`config.mk`:
```
export PLATFORM = sky130hd
export DESIGN_NAME = adcsfs_port
export DESIGN_NICKNAME = d
export VERILOG_FILES = /design/src/logic/adcsfs_pkg.sv /design/src/logic/adcsfs_buf2.sv /design/src/logic/adcsfs_port.sv
export SDC_FILE = /design/constraint.sdc
export NUM_CORES = 1
export LEC_CHECK = 0
export ABC_CLOCK_PERIOD_IN_PS = 1900
export BUFFER_PORTS_ARGS = -buffer_cell sky130_fd_sc_hd__buf_2
export CORE_ASPECT_RATIO = 0.75
export CORE_MARGIN = 2
export CORE_UTILIZATION = 55
export CTS_CLUSTER_DIAMETER = 60
export CTS_CLUSTER_SIZE = 30
export DETAILED_ROUTE_END_ITERATION = 8
export PLACE_DENSITY = 0.79
export SETUP_SLACK_MARGIN = 0.3
export SYNTH_ARGS = -nofsm -noshare
export SYNTH_HDL_FRONTEND = slang
export SYNTH_HIERARCHICAL = 1
export SYNTH_SLANG_ARGS = --single-unit
export TNS_END_PERCENT = 30
```
`constraint.sdc`:
```
create_clock -name CLOCK -period 1.9 [get_ports CLOCK]
set_input_delay 0.285 -clock CLOCK [delete_from_list [all_inputs] [get_ports CLOCK]]
set_output_delay 0.285 -clock CLOCK [all_outputs]
set_load 0.01 [all_outputs]
```
`src/logic/adcsfs_pkg.sv`:
```
// shared constants and types of the converter serial frame port
package adcsfs_pkg;
    // frame layout: one status word followed by the channel words
    localparam int WORD_BITS     = 24;
    localparam int CHANNELS      = 4;
    localparam int FRAME_WORDS   = CHANNELS + 1;
    localparam int FRAME_BITS    = FRAME_WORDS * WORD_BITS;
    localparam int BIT_CNT_W     = 7;
    localparam logic [BIT_CNT_W-1:0] FRAME_BITS_C = BIT_CNT_W'(FRAME_BITS);
    localparam logic [BIT_CNT_W-1:0] BIT_CNT_RST  = 7'h00;
    // status word fields
    localparam int STATUS_REALIGN_BIT = 14;
    localparam int STATUS_STALE_BIT   = 13;
    // master clock periods per conversion period
    localparam int PERIOD_CNT_W  = 10;
    localparam int MCLK_PER_CONV = 1024;
    localparam logic [PERIOD_CNT_W-1:0] PERIOD_LAST =
        PERIOD_CNT_W'(MCLK_PER_CONV - 1);
    localparam logic [PERIOD_CNT_W-1:0] PERIOD_ZERO = 10'h000;
    // result buffer depth
    localparam int BUF_DEPTH     = 2;

    typedef logic [WORD_BITS-1:0] adcsfs_word_t;

    // one conversion result as it travels to the shift register
    typedef struct packed {
        adcsfs_word_t                status;
        adcsfs_word_t [CHANNELS-1:0] ch;
    } adcsfs_frame_t;

    localparam adcsfs_frame_t FRAME_RST = '0;
endpackage

```
`src/logic/adcsfs_buf2.sv`:
```
// two-entry result buffer with valid and ready on both sides
`timescale 1ns/1ps
module adcsfs_buf2 (
    // clock and reset
    input  wire logic                   clk,
    input  wire logic                   rst_n,
    input  wire logic                   ce,
    // filling side
    input  wire logic                   in_valid,
    output logic                        in_ready,
    input  wire adcsfs_pkg::adcsfs_frame_t in_data,
    // draining side
    output logic                        out_valid,
    input  wire logic                   out_ready,
    output adcsfs_pkg::adcsfs_frame_t   out_data
);
    import adcsfs_pkg::*;

    adcsfs_frame_t mem_reg [BUF_DEPTH];  // entry storage
    adcsfs_frame_t mem_next [BUF_DEPTH];
    logic          wr_ptr_reg, wr_ptr_next;  // next free entry
    logic          rd_ptr_reg, rd_ptr_next;  // oldest entry
    logic [1:0]    count_reg, count_next;    // entries held
    logic          push, pop;

    // honest full and empty from the occupancy count
    assign in_ready  = (count_reg != 2'(BUF_DEPTH));
    assign out_valid = (count_reg != 2'h0);
    assign out_data  = mem_reg[rd_ptr_reg];

    // next pointers, count and storage
    always_comb begin
        push        = in_valid & in_ready;
        pop         = out_ready & out_valid;
        mem_next    = mem_reg;
        wr_ptr_next = wr_ptr_reg;
        rd_ptr_next = rd_ptr_reg;
        count_next  = count_reg;
        if (push) begin
            mem_next[wr_ptr_reg] = in_data;
            wr_ptr_next          = ~wr_ptr_reg;
        end
        if (pop) begin
            rd_ptr_next = ~rd_ptr_reg;
        end
        // count moves only when one side acts alone
        if (push && !pop) begin
            count_next = count_reg + 2'h1;
        end else if (pop && !push) begin
            count_next = count_reg - 2'h1;
        end
    end

    // register the buffer state
    always_ff @(posedge clk or negedge rst_n) begin
        if (!rst_n) begin
            mem_reg[0] <= FRAME_RST;
            mem_reg[1] <= FRAME_RST;
            wr_ptr_reg <= 1'b0;
            rd_ptr_reg <= 1'b0;
            count_reg  <= 2'h0;
        end else if (ce) begin
            mem_reg    <= mem_next;
            wr_ptr_reg <= wr_ptr_next;
            rd_ptr_reg <= rd_ptr_next;
            count_reg  <= count_next;
        end
    end
endmodule // adcsfs_buf2

```
`src/logic/adcsfs_port.sv`:
```
// serial frame port: result buffer, frame shifter, alignment check
//
// Summary of operation
// - serial output released whenever select is high
// - two-deep buffer; overflow drops oldest, no ready signalled
// - result consumed only after full frame
// - misaligned strobe sets realign flag again
// - alignment strobe checks, never starts conversion
// - aligned devices convert together, same tick
`timescale 1ns/1ps
module adcsfs_port (
    // clock, reset, enable
    input  wire logic                      CLOCK,
    input  wire logic                      RST_N,
    input  wire logic                      CE,
    // pins from the host
    input  wire logic                      CS_N,
    input  wire logic                      SCLK,
    input  wire logic                      SYNC_N,
    input  wire logic                      MASTER_CLOCK_IN,
    // serial output pin
    output logic                           DOUT_O,
    output logic                           DOUT_OE,
    output logic                           CONVERSION_READY_N,
    // results from the converter core
    input  wire logic                      CONV_VALID,
    input  wire adcsfs_pkg::adcsfs_frame_t CONV_DATA,
    output logic                           CONV_READY,
    output logic                           SAMPLE_TICK,
    output logic                           REALIGN_EVENT_FLAG
);
    import adcsfs_pkg::*;

    typedef enum logic {LINK_IDLE, LINK_SHIFT} adcsfs_link_t;

    // two-flop synchronisers plus one edge stage
    logic [2:0] cs_pipe_reg;     // select pipeline
    logic [2:0] sclk_pipe_reg;   // shift clock pipeline
    logic [2:0] sync_pipe_reg;   // alignment strobe pipeline
    logic [2:0] mclk_pipe_reg;   // master clock pipeline
    logic       cs_fall, cs_high, sclk_rise, sclk_fall;
    logic       sync_fall, mclk_rise;

    // link state
    adcsfs_link_t          link_reg, link_next;
    adcsfs_frame_t         shift_reg, shift_next;     // outgoing frame
    logic [BIT_CNT_W-1:0]  bit_cnt_reg, bit_cnt_next; // bits sampled
    logic                  dout_reg, dout_next;
    logic                  oe_reg, oe_next;
    logic                  done_reg, done_next;       // frame consumed
    logic                  conversion_ready_n_n_reg, conversion_ready_n_n_next;

    // conversion period and alignment state
    logic [PERIOD_CNT_W-1:0] period_reg, period_next;
    logic                    tick_reg, tick_next;
    logic                    flag_reg, flag_next;

    // buffer feed state
    adcsfs_frame_t pend_data_reg, pend_data_next;  // result waiting
    logic          pend_valid_reg, pend_valid_next;
    logic          pend_drop_reg, pend_drop_next;  // oldest was dropped
    logic          conv_ready_reg, conv_ready_next;

    // buffer wires
    logic          buf_in_ready, buf_out_valid, buf_pop, drop_now;
    logic          push_now;
    adcsfs_frame_t buf_out_data;

    // synchronise every pin before any logic reads it
    always_ff @(posedge CLOCK or negedge RST_N) begin
        if (!RST_N) begin
            cs_pipe_reg   <= 3'h7;
            sclk_pipe_reg <= 3'h0;
            sync_pipe_reg <= 3'h7;
            mclk_pipe_reg <= 3'h0;
        end else if (CE) begin
            cs_pipe_reg   <= {cs_pipe_reg[1:0], CS_N};
            sclk_pipe_reg <= {sclk_pipe_reg[1:0], SCLK};
            sync_pipe_reg <= {sync_pipe_reg[1:0], SYNC_N};
            mclk_pipe_reg <= {mclk_pipe_reg[1:0], MASTER_CLOCK_IN};
        end
    end

    // edges seen between the second and third stages only
    assign cs_high   = cs_pipe_reg[1];
    assign cs_fall   = !cs_pipe_reg[1] && cs_pipe_reg[2];
    assign sclk_rise = sclk_pipe_reg[1] && !sclk_pipe_reg[2];
    assign sclk_fall = !sclk_pipe_reg[1] && sclk_pipe_reg[2];
    assign sync_fall = !sync_pipe_reg[1] && sync_pipe_reg[2];
    assign mclk_rise = mclk_pipe_reg[1] && !mclk_pipe_reg[2];

    // result buffer between the core and the shifter
    adcsfs_buf2 u_buf (
        .clk       (CLOCK),
        .rst_n     (RST_N),
        .ce        (CE),
        .in_valid  (push_now),
        .in_ready  (buf_in_ready),
        .in_data   (pend_data_reg),
        .out_valid (buf_out_valid),
        .out_ready (buf_pop),
        .out_data  (buf_out_data)
    );

    // feed: push a pending result, or drop the oldest when full
    assign push_now = pend_valid_reg && buf_in_ready;
    assign drop_now = pend_valid_reg && !buf_in_ready && !done_reg;
    assign buf_pop  = done_reg || drop_now;

    // next values of the buffer feed
    always_comb begin
        pend_data_next  = pend_data_reg;
        pend_valid_next = pend_valid_reg;
        pend_drop_next  = pend_drop_reg;
        if (push_now) begin
            // slot moves into the buffer
            pend_valid_next = 1'b0;
            pend_drop_next  = 1'b0;
        end else if (drop_now) begin
            // overflow: this result will not raise ready
            pend_drop_next = 1'b1;
        end
        if (CONV_VALID && conv_ready_reg) begin
            // take a new result from the core
            pend_data_next  = CONV_DATA;
            pend_valid_next = 1'b1;
        end
        conv_ready_next = !pend_valid_next;
    end

    // register the buffer feed
    always_ff @(posedge CLOCK or negedge RST_N) begin
        if (!RST_N) begin
            pend_data_reg  <= FRAME_RST;
            pend_valid_reg <= 1'b0;
            pend_drop_reg  <= 1'b0;
            conv_ready_reg <= 1'b0;
        end else if (CE) begin
            pend_data_reg  <= pend_data_next;
            pend_valid_reg <= pend_valid_next;
            pend_drop_reg  <= pend_drop_next;
            conv_ready_reg <= conv_ready_next;
        end
    end

    // next values of the frame shifter and ready output
    always_comb begin
        link_next    = link_reg;
        shift_next   = shift_reg;
        bit_cnt_next = bit_cnt_reg;
        dout_next    = dout_reg;
        done_next    = 1'b0;
        conversion_ready_n_n_next  = conversion_ready_n_n_reg;
        oe_next      = !cs_high;
        if (push_now && !pend_drop_reg) begin
            // fresh result in the buffer: signal ready
            conversion_ready_n_n_next = 1'b0;
        end
        unique case (link_reg)
            LINK_IDLE: begin
                if (cs_fall) begin
                    // load the oldest result, or a stale frame
                    link_next    = LINK_SHIFT;
                    bit_cnt_next = BIT_CNT_RST;
                    // a result pushed in this very cycle still signals
                    conversion_ready_n_n_next  = !(push_now && !pend_drop_reg);
                    shift_next   = buf_out_valid ? buf_out_data
                                                 : FRAME_RST;
                    shift_next.status[STATUS_REALIGN_BIT] = flag_reg;
                    shift_next.status[STATUS_STALE_BIT] = !buf_out_valid;
                    dout_next = shift_next[FRAME_BITS-1];
                end
            end
            LINK_SHIFT: begin
                if (cs_high) begin
                    // frame aborted or ended; result kept if short
                    link_next = LINK_IDLE;
                end else if (sclk_fall &&
                             bit_cnt_reg != FRAME_BITS_C) begin
                    // host samples a bit; last one consumes result
                    bit_cnt_next = bit_cnt_reg + 7'h01;
                    done_next    = (bit_cnt_next == FRAME_BITS_C) &&
                                   buf_out_valid &&
                                   !shift_reg.status[STATUS_STALE_BIT];
                end else if (sclk_rise && bit_cnt_reg != BIT_CNT_RST) begin
                    // present the next bit
                    shift_next = shift_reg << 1;
                    dout_next  = shift_next[FRAME_BITS-1];
                end
            end
        endcase
    end

    // register the frame shifter
    always_ff @(posedge CLOCK or negedge RST_N) begin
        if (!RST_N) begin
            link_reg    <= LINK_IDLE;
            shift_reg   <= FRAME_RST;
            bit_cnt_reg <= BIT_CNT_RST;
            dout_reg    <= 1'b0;
            oe_reg      <= 1'b0;
            done_reg    <= 1'b0;
            conversion_ready_n_n_reg  <= 1'b1;
        end else if (CE) begin
            link_reg    <= link_next;
            shift_reg   <= shift_next;
            bit_cnt_reg <= bit_cnt_next;
            dout_reg    <= dout_next;
            oe_reg      <= oe_next;
            done_reg    <= done_next;
            conversion_ready_n_n_reg  <= conversion_ready_n_n_next;
        end
    end

    // next values of the period counter and realign flag
    always_comb begin
        period_next = period_reg;
        tick_next   = 1'b0;
        flag_next   = flag_reg;
        if (mclk_rise) begin
            // free-running period, never started by the strobe
            period_next = (period_reg == PERIOD_LAST) ? PERIOD_ZERO
                          : period_reg + 10'h001;
            tick_next   = (period_reg == PERIOD_LAST);
        end
        if (done_reg) begin
            // flag reported in a consumed frame is cleared
            flag_next = 1'b0;
        end
        if (sync_fall && period_reg != PERIOD_ZERO) begin
            // strobe off the boundary: realign, set wins over clear
            period_next = PERIOD_ZERO;
            flag_next   = 1'b1;
        end
    end

    // register the period counter and realign flag
    always_ff @(posedge CLOCK or negedge RST_N) begin
        if (!RST_N) begin
            period_reg <= PERIOD_ZERO;
            tick_reg   <= 1'b0;
            flag_reg   <= 1'b0;
        end else if (CE) begin
            period_reg <= period_next;
            tick_reg   <= tick_next;
            flag_reg   <= flag_next;
        end
    end

    // outputs straight from flip-flops
    assign DOUT_O             = dout_reg;
    assign DOUT_OE            = oe_reg;
    assign CONVERSION_READY_N = conversion_ready_n_n_reg;
    assign CONV_READY         = conv_ready_reg;
    assign SAMPLE_TICK        = tick_reg;
    assign REALIGN_EVENT_FLAG = flag_reg;
endmodule // adcsfs_port

```
=== Yosys cells after proc, flatten, opt, wreduce, memory -nomap -nowiden ===
Index checks and enable logic that the tools add are counted.

* Flip-flop bits (word level): 522
* Input port bits: 128
* Output and inout bits: 6

* Multiplexer cells: 42
* Equality and inequality tests: 9
* $add $sub $neg: 4
* Bitwise gates (word level): 7
* $lt $le $gt $ge: 3
* Reduce and logical (&&, ||, !) cells: 49

{| class="wikitable"
|+ Operator list
! operator !! count
|-
| $mux W120 || 5
|-
| $mux W119 || 4
|-
| $bwmux W240 || 1
|-
| $pmux W119 S2 || 1
|-
| $demux W120 S1 || 1
|-
| $mux W10 || 3
|-
| $mux W7 || 3
|-
| $mux W1 || 19
|-
| $logic_and A1 B1 Y1 || 18
|-
| $logic_not A1 Y1 || 14
|-
| $pmux W7 S2 || 1
|-
| $reduce_and A2 Y1 || 7
|-
| $add A10 B1 Y10 const B || 1
|-
| $eq A10 B10 Y1 const B || 1
|-
| $reduce_bool A10 Y1 || 1
|-
| $reduce_bool A2 Y1 || 5
|-
| $ne A2 B2 Y1 const B || 4
|-
| $add A7 B1 Y7 const B || 1
|-
| $eq A7 B7 Y1 const B || 1
|-
| $ne A7 B7 Y1 const B || 1
|-
| $reduce_bool A7 Y1 || 1
|-
| $reduce_and A5 Y1 || 1
|-
| $ge A2 B2 Y1 const B || 2
|-
| $mux W2 || 2
|-
| other kinds (10) || 16
|}

=== Logic depth before layout (Yosys ltp) ===
Gate-level depths: netlist of the first run.

* Depth after elaboration: 10
* Depth in mapped cells: 8
* Gate-level depth less buffers: 8

=== By module ===
The synthesis of the first run kept the hierarchy.

{| class="wikitable"
|+ By module, submodules not included
! module !! instances !! area each (um^2) !! seq. area each (um^2) !! cells each
|-
| adcsfs_port || 1 || 12493.2 || 6965.4 || 867
|-
| adcsfs_buf2 || 1 || 10656.5 || 6105.9 || 659
|}

=== Least setup slack after synthesis of the first run ===
No wires, ideal clock.

* Path kind: reg2reg
* Start point: register bit_cnt_reg[4]
* End point: register shift_reg[100] (netlist name)
* Stages on the path, launching flop included: 8
* Clock period less this slack: 2.004 ns
* Slack: -0.104 ns
* Arrival: 1.878 ns
* Buffers on the path: 3
* Path through: dfrtp_1 clkbuf_1 or4_1 o2111ai_1 a21oi_1 buf_6 buf_6 mux2_4

* Cells in the longest elaborated chain, start to end: 4
* Elaborated cells on any way between the ends: 7
* Those cells by class: eq/ne (3); reduce/logical (4)

{| class="wikitable"
|+ Ends and longest elaborated chain
! what !! RTL line !! text
|-
| from (decl) || adcsfs_port.sv:47 || <nowiki>logic [BIT_CNT_W-1:0] bit_cnt_reg, bit_cnt_next;</nowiki>
|-
| from (signal assigned) || adcsfs_port.sv:207 || <nowiki>bit_cnt_reg <= bit_cnt_next;</nowiki>
|-
| $ne A7 B7 Y1 / $reduce_bool A7 Y1 (equally long branches) || adcsfs_port.sv:179, adcsfs_port.sv:185 ||
|-
| $logic_and A1 B1 Y1 (on tied branches) || adcsfs_port.sv:178, adcsfs_port.sv:185 ||
|-
| $ne A2 B2 Y1 (no line) / $ne A2 B1 Y1 (equally long branches) || - ||
|-
| $reduce_and A5 Y1 (no line) * || - ||
|-
| to (signal assigned) || adcsfs_port.sv:206 || <nowiki>shift_reg <= shift_next;</nowiki>
|-
| to (decl) || adcsfs_port.sv:46 || <nowiki>adcsfs_frame_t shift_reg, shift_next;</nowiki>
|}

Mark *: on every way between the ends. The rest lies on a longest branch, timed or not.
A chain may end at the register's enable or synchronous reset.

=== Worst setup path after layout of the first run ===
* Start point: register bit_cnt_reg[3]
* End point: register shift_reg[40] (netlist name)

Same word-level chain as after synthesis.

==> results_dict.tcl, run 1 <==
set metrics [dict create \
    crit_path_start_kind "flop" \
    grt_remaining_overflow 0 \
    mostFrequentLayoutCells "dfrtp_1 (507), mux2_4 (323), mux2_2 (270)" \
    critical_path_class "flop to flop" \
    fill_cells 2651 \
    critPathLaunch "bit_cnt_reg[3]" \
    wl_um 49600 \
    seqCellArea_sq_mm 0.0129 \
    r2r_start "bit_cnt_reg[3]" \
    grt_pass1_vias 14700 \
    min_path_type "input port to flop" \
    io_pins 134 \
    cts-root-buf "clkbuf_16" \
    dieWidth_um 240 \
    min_path_cells 2 \
    dieArea_sq_mm 0.0433 \
    numClockSinks 516 \
    avgViaCountPerCell 5.68 \
    drtIter0Drc 800 \
    fin_ws_ns -0.151 \
    place_area_sq_mm 0.0248 \
    holdCritStartpoint "CONV_DATA[0]" \
    drt-pass1-iter-count 6 \
    hpwl_um 29000 \
    cts_tree "yes" \
    peakVddDrop_v 0.000984 \
    largest_reg_flops 236 \
    cap_viol_max_count 0 \
    vias 13600 \
    start_util_pct 56.0 \
    port_buffers 131 \
    die-height_um 181 \
    final_cell_area_sq_mm 0.0284 \
    synth_cells 1512 \
    violations "negative setup slack" \
    max_freq_mhz 487 \
    worstMarginPinSlew_ns 0.621 \
    track_usage_pct 22.6 \
    status "finished with violations" \
    cp_max_fo 17 \
    cts_buffers 34 \
    rsz0062_at_grt "true" \
    endpoint_kind "flop" \
    synth.avg_cell_area_sq_um 15.2 \
    cts_buffer_depth 3 \
    holdPathEnd "pend_data_reg[0]" \
    hold_violations 0 \
    ys_warn_count 6 \
    crit_path_top_delay_cell "or4_4" \
    antenna_found_initial 4 \
    multi_input_area_sq_mm 0.0103 \
    grt_pass1_wl_um 79300 \
    cts-htree-levels 2 \
    timing.hold.ws_ns 0.0264 \
    gp_congestion 0.859 \
    drv_slew 0 \
    slowest_delay_ns 0.57 \
    wl_per_cell_um 20.8 \
    skew_ns 0.0192 \
    synth.net_count 1646 \
    post-route-period-util_pct 108 \
    post-route-drc-count 0 \
    path_clk_slew_ns 0.08 \
    reg2regPathDepth 6 \
    relSlewSlack_pct 58.2 \
    ant_nets 0 \
    period_minus_slack_ns 2.05 \
    syn_to_final_growth_pct 24.1 \
    core-area_sq_mm 0.0409 \
    rows 64 \
    grt_max_degree 90 \
    synth_area_sq_mm 0.0229 \
    drive_above_1_share_pct 50.8 \
    insertion_delay_ns 0.56 \
    worstReg2RegEnd "shift_reg[40]" \
    nNetsFinal 1932 \
    p_per_area_mw_per_mm2 1510 \
    fin_util_pct 69.5 \
    layout_commonest_cell "dfrtp_1" \
    worst_ep_arrival_time_ns 2.49 \
    reg2reg_slack_ns -0.15 \
    setup_violations 125 \
    crit_required_ns 2.34 \
    crit_chain "or4_4 -> o2111ai_4 -> a21oi_4 -> buf_12 -> buf_16 -> mux2_4" \
    p_leak_nw 13.3 \
]
-- through the flow --
| step | power, W | instances | setup WS [ns] | TNS [ns] |
|---|---|---|---|---|
| after global placement | 0.0314 | 2190 | -0.128 | -7.44 |
| final | 0.0430 | 2387 | -0.151 | -14.35 |
| after detailed placement | 0.0323 | 2190 | -0.135 | -8.44 |
| after CTS | 0.0421 | 2374 | -0.138 | -12.80 |
| after global routing | 0.0454 | 2384 | -0.190 | -19.92 |
| after floorplan | 0.0283 | 1512 | -0.0775 | -7.53 |
-- where the power goes --
group / switching [W] / internal [W] / total, W
combinational: 0.00568 / 0.0106 / 0.0162
clock: 0.00412 / 0.00380 / 0.00792
sequential: 0.00315 / 0.0157 / 0.0189
-- critical path, delay by kind of cell, from the launching register on --
kind | cells | cell delay (ns)
compound gates | 2 | 0.31
buf+inv | 2 | 0.35
flops | 1 | 0.38
mux | 1 | 0.31
simple gates | 1 | 0.57
-- area by class of cell --
type                       count  area share, %
tap                          561           2.47
multi-input combinational    883           36.1
clock inverter                22          0.964
sequential                   516           45.5
timing repair buffer         350           11.6
clock buffer                  38           3.19
antenna                        4         0.0352
inverter                      13          0.172
-- per-layer routing --
layer / up-vias / wire [um] / share of wire (%) / GRT usage [%]
met1: 7117 / 23300 / 47 / 32.4
met4: 2 / 741 / 1.5 / 4.63
met3: 59 / 1770 / 3.6 / 3.16
met2: 264 / 23800 / 48 / 37.1
li1: 6112 / - / - / -
met5: - / 11 / 0.022 / 0
-- worst max path at each step --
stage	end	slack, ns	cells past startpoint
after global routing	shift_reg[6]	-0.19	6
after global placement	shift_reg[47]	-0.13	7
after CTS	shift_reg[10]	-0.14	6
after detailed placement	shift_reg[73]	-0.13	7
after floorplan	shift_reg[10]	-0.08	7
final	shift_reg[40]	-0.15	6
-- timing repair --
action / CTS / global route
hold buffers: 120 / 1
pin swaps: 12 / 10
buffers inserted: 4 / 2
resized for setup: 168 / 95
hold endpoints to repair: 431 / 1
cloned: 0 / 6
setup endpoints to repair: 373 / 377
Note: power is estimated with default switching activity, not from simulation.
==> run 2: changes to the inputs <==
Settings changed: MAX_ROUTING_LAYER from default to met4, PLACE_DENSITY 0.79 to 0.76.
==> results_dict.tcl, run 2 (same netlist as run 1, synthesis figures left out) <==
set metrics [dict create \
    rows 64 \
    cts_tree "yes" \
    max_freq_mhz 485 \
    io_pins 134 \
    mostFrequentLayoutCells "dfrtp_1 (507), mux2_2 (308), mux2_4 (290)" \
    worst_ep_arrival_time_ns 2.55 \
    cts_buffer_depth 3 \
    vias 13600 \
    drive_above_1_share_pct 51.6 \
    min_path_type "input port to flop" \
    violations "negative setup slack" \
    timing.hold.ws_ns 0.0380 \
    crit_required_ns 2.38 \
    cts-htree-levels 1 \
    p_leak_nw 13.2 \
    rsz0062_at_grt "true" \
    path_clk_slew_ns 0.09 \
    grt_max_degree 68 \
    wl_per_cell_um 20.9 \
    cap_viol_max_count 0 \
    hold_violations 0 \
    p_per_area_mw_per_mm2 1500 \
    dpl.cell_count 2198 \
    relSlewSlack_pct 65.2 \
    gp_congestion 0.819 \
    avgViaCountPerCell 5.66 \
    crit_path_start_kind "flop" \
    grt_remaining_overflow 0 \
    path_depth 6 \
    setup_violations 124 \
    post-route-period-util_pct 108 \
    period_minus_slack_ns 2.06 \
    drv_slew 0 \
    diodes 0 \
    start_util_pct 56.0 \
    antenna_found_initial 0 \
    min_path_cells 4 \
    wl_um 50300 \
    insertion_delay_ns 0.62 \
    ant_nets 0 \
    cts_buffers 31 \
    dp_slack_ns -0.194 \
    peakVddDrop_v 0.000930 \
    crit_buf_inv 2 \
    worstMarginPinSlew_ns 0.519 \
    cts-root-buf "clkbuf_16" \
    crit_path_top_delay_cell "or4_4" \
    grt_pass1_wl_um 79400 \
    skew_ns 0.0335 \
    nNetsFinal 1952 \
    crit_chain "or4_4 -> o2111ai_4 -> a21oi_4 -> buf_12 -> clkbuf_16 -> mux2_4" \
    grt_pass1_vias 14500 \
    slowest_delay_ns 0.55 \
    syn_to_final_growth_pct 24.3 \
    hpwl_um 29000 \
    drtIter0Drc 735 \
    path_delay_family "simple AND/OR/NAND/NOR gates" \
    port_buffers 131 \
    dieArea_sq_mm 0.0433 \
    post-route-drc-count 0 \
    largest_reg_flops 236 \
    finalPower_w 0.0426 \
    fin_cells 2403 \
    status "finished with violations" \
    fin_ws_ns -0.161 \
    drt-pass1-iter-count 4 \
    track_usage_pct 23.5 \
    core-area_sq_mm 0.0409 \
    critical_path_class "flop to flop" \
    layout_commonest_cell "dfrtp_1" \
    die-height_um 181 \
    numClockSinks 516 \
    reg2regPathDepth 6 \
    dieWidth_um 240 \
    endpoint_kind "flop" \
    cp_max_fo 9 \
]
## run 2: changes by cell type in the layout (fill, tap and decap cells not counted), moves of 3 or more
cell | previous run | this run
mux2_2 | 270 | 308
mux2_4 | 323 | 290
buf_4 | 46 | 61
buf_12 | 33 | 23
buf_8 | 2 | 10
inv_16 | 0 | 5
mux2_1 | 10 | 5
diode_2 | 4 | 0
inv_8 | 0 | 4
dlygate4sd3_1 | 121 | 124
## run 2: power by group
part	internal, W	leakage [nW]	total, W	switching [W]
combinational	0.0104	6.34	0.0161	0.00571
sequential	0.0157	6.35	0.0188	0.00307
clock	0.00345	0.545	0.00776	0.00430
## run 2: what timing repair did
item,CTS,global route
setup endpoints to repair,375,377
pin swaps,17,16
hold buffers,124,0
gates resized for setup,190,71
gates cloned,4,9
buffers inserted,6,5
endpoints found under the hold margin,180,0
## run 2: cell type report
| type | count | area, sq um |
|---|---|---|
| Clock buffer | 31 | 776 |
| Clock inverter | 26 | 354 |
| Fill cell | 2676 | 12400 |
| Inverter | 13 | 48.8 |
| Multi-Input combinational cell | 883 | 10100 |
| Sequential cell | 516 | 12900 |
| Tap cell | 561 | 702 |
| Timing Repair Buffer | 373 | 3540 |
## run 2: worst reg2reg max path, stage by stage, from the launching register on
cell       delay [ns]
dfrtp_1          0.39
or4_4            0.55
o2111ai_4        0.21
a21oi_4          0.11
buf_12           0.18
clkbuf_16        0.20
mux2_4           0.30
## run 2: path summary, 6_finish.rpt
| path | startpoint | to | slack, ns |
|---|---|---|---|
| setup / recovery | bit_cnt_reg[6] | shift_reg[26] | -0.16 |
| hold / removal | CONV_VALID | CONV_READY | 0.04 |
| setup reg to reg | bit_cnt_reg[6] | shift_reg[26] | -0.16 |
| hold reg to reg | DOUT_OE | DOUT_OE | 0.49 |
| max in group asynchronous | RST_N | u_buf/mem_reg[108] | 0.89 |
| min in group asynchronous | RST_N | pend_data_reg[12] | 0.21 |
## run 2: per-layer routing
layer,GRT usage (%),wire length (um)
met1,33.0,23600
met2,37.1,23800
met3,2.64,1590
met4,5.60,1240
met5,-,0
## run 2: metrics by stage
step | util [%] | TNS (ns) | cell area [sq um]
floorplan | - | -7.53 | 23000
global placement | 60.4 | -10.35 | 24700
detailed placement | 60.4 | -12.88 | 24700
CTS | 68.4 | -13.95 | 28000
global route | 69.6 | -21.78 | 28500
finish | 69.6 | -14.03 | 28500
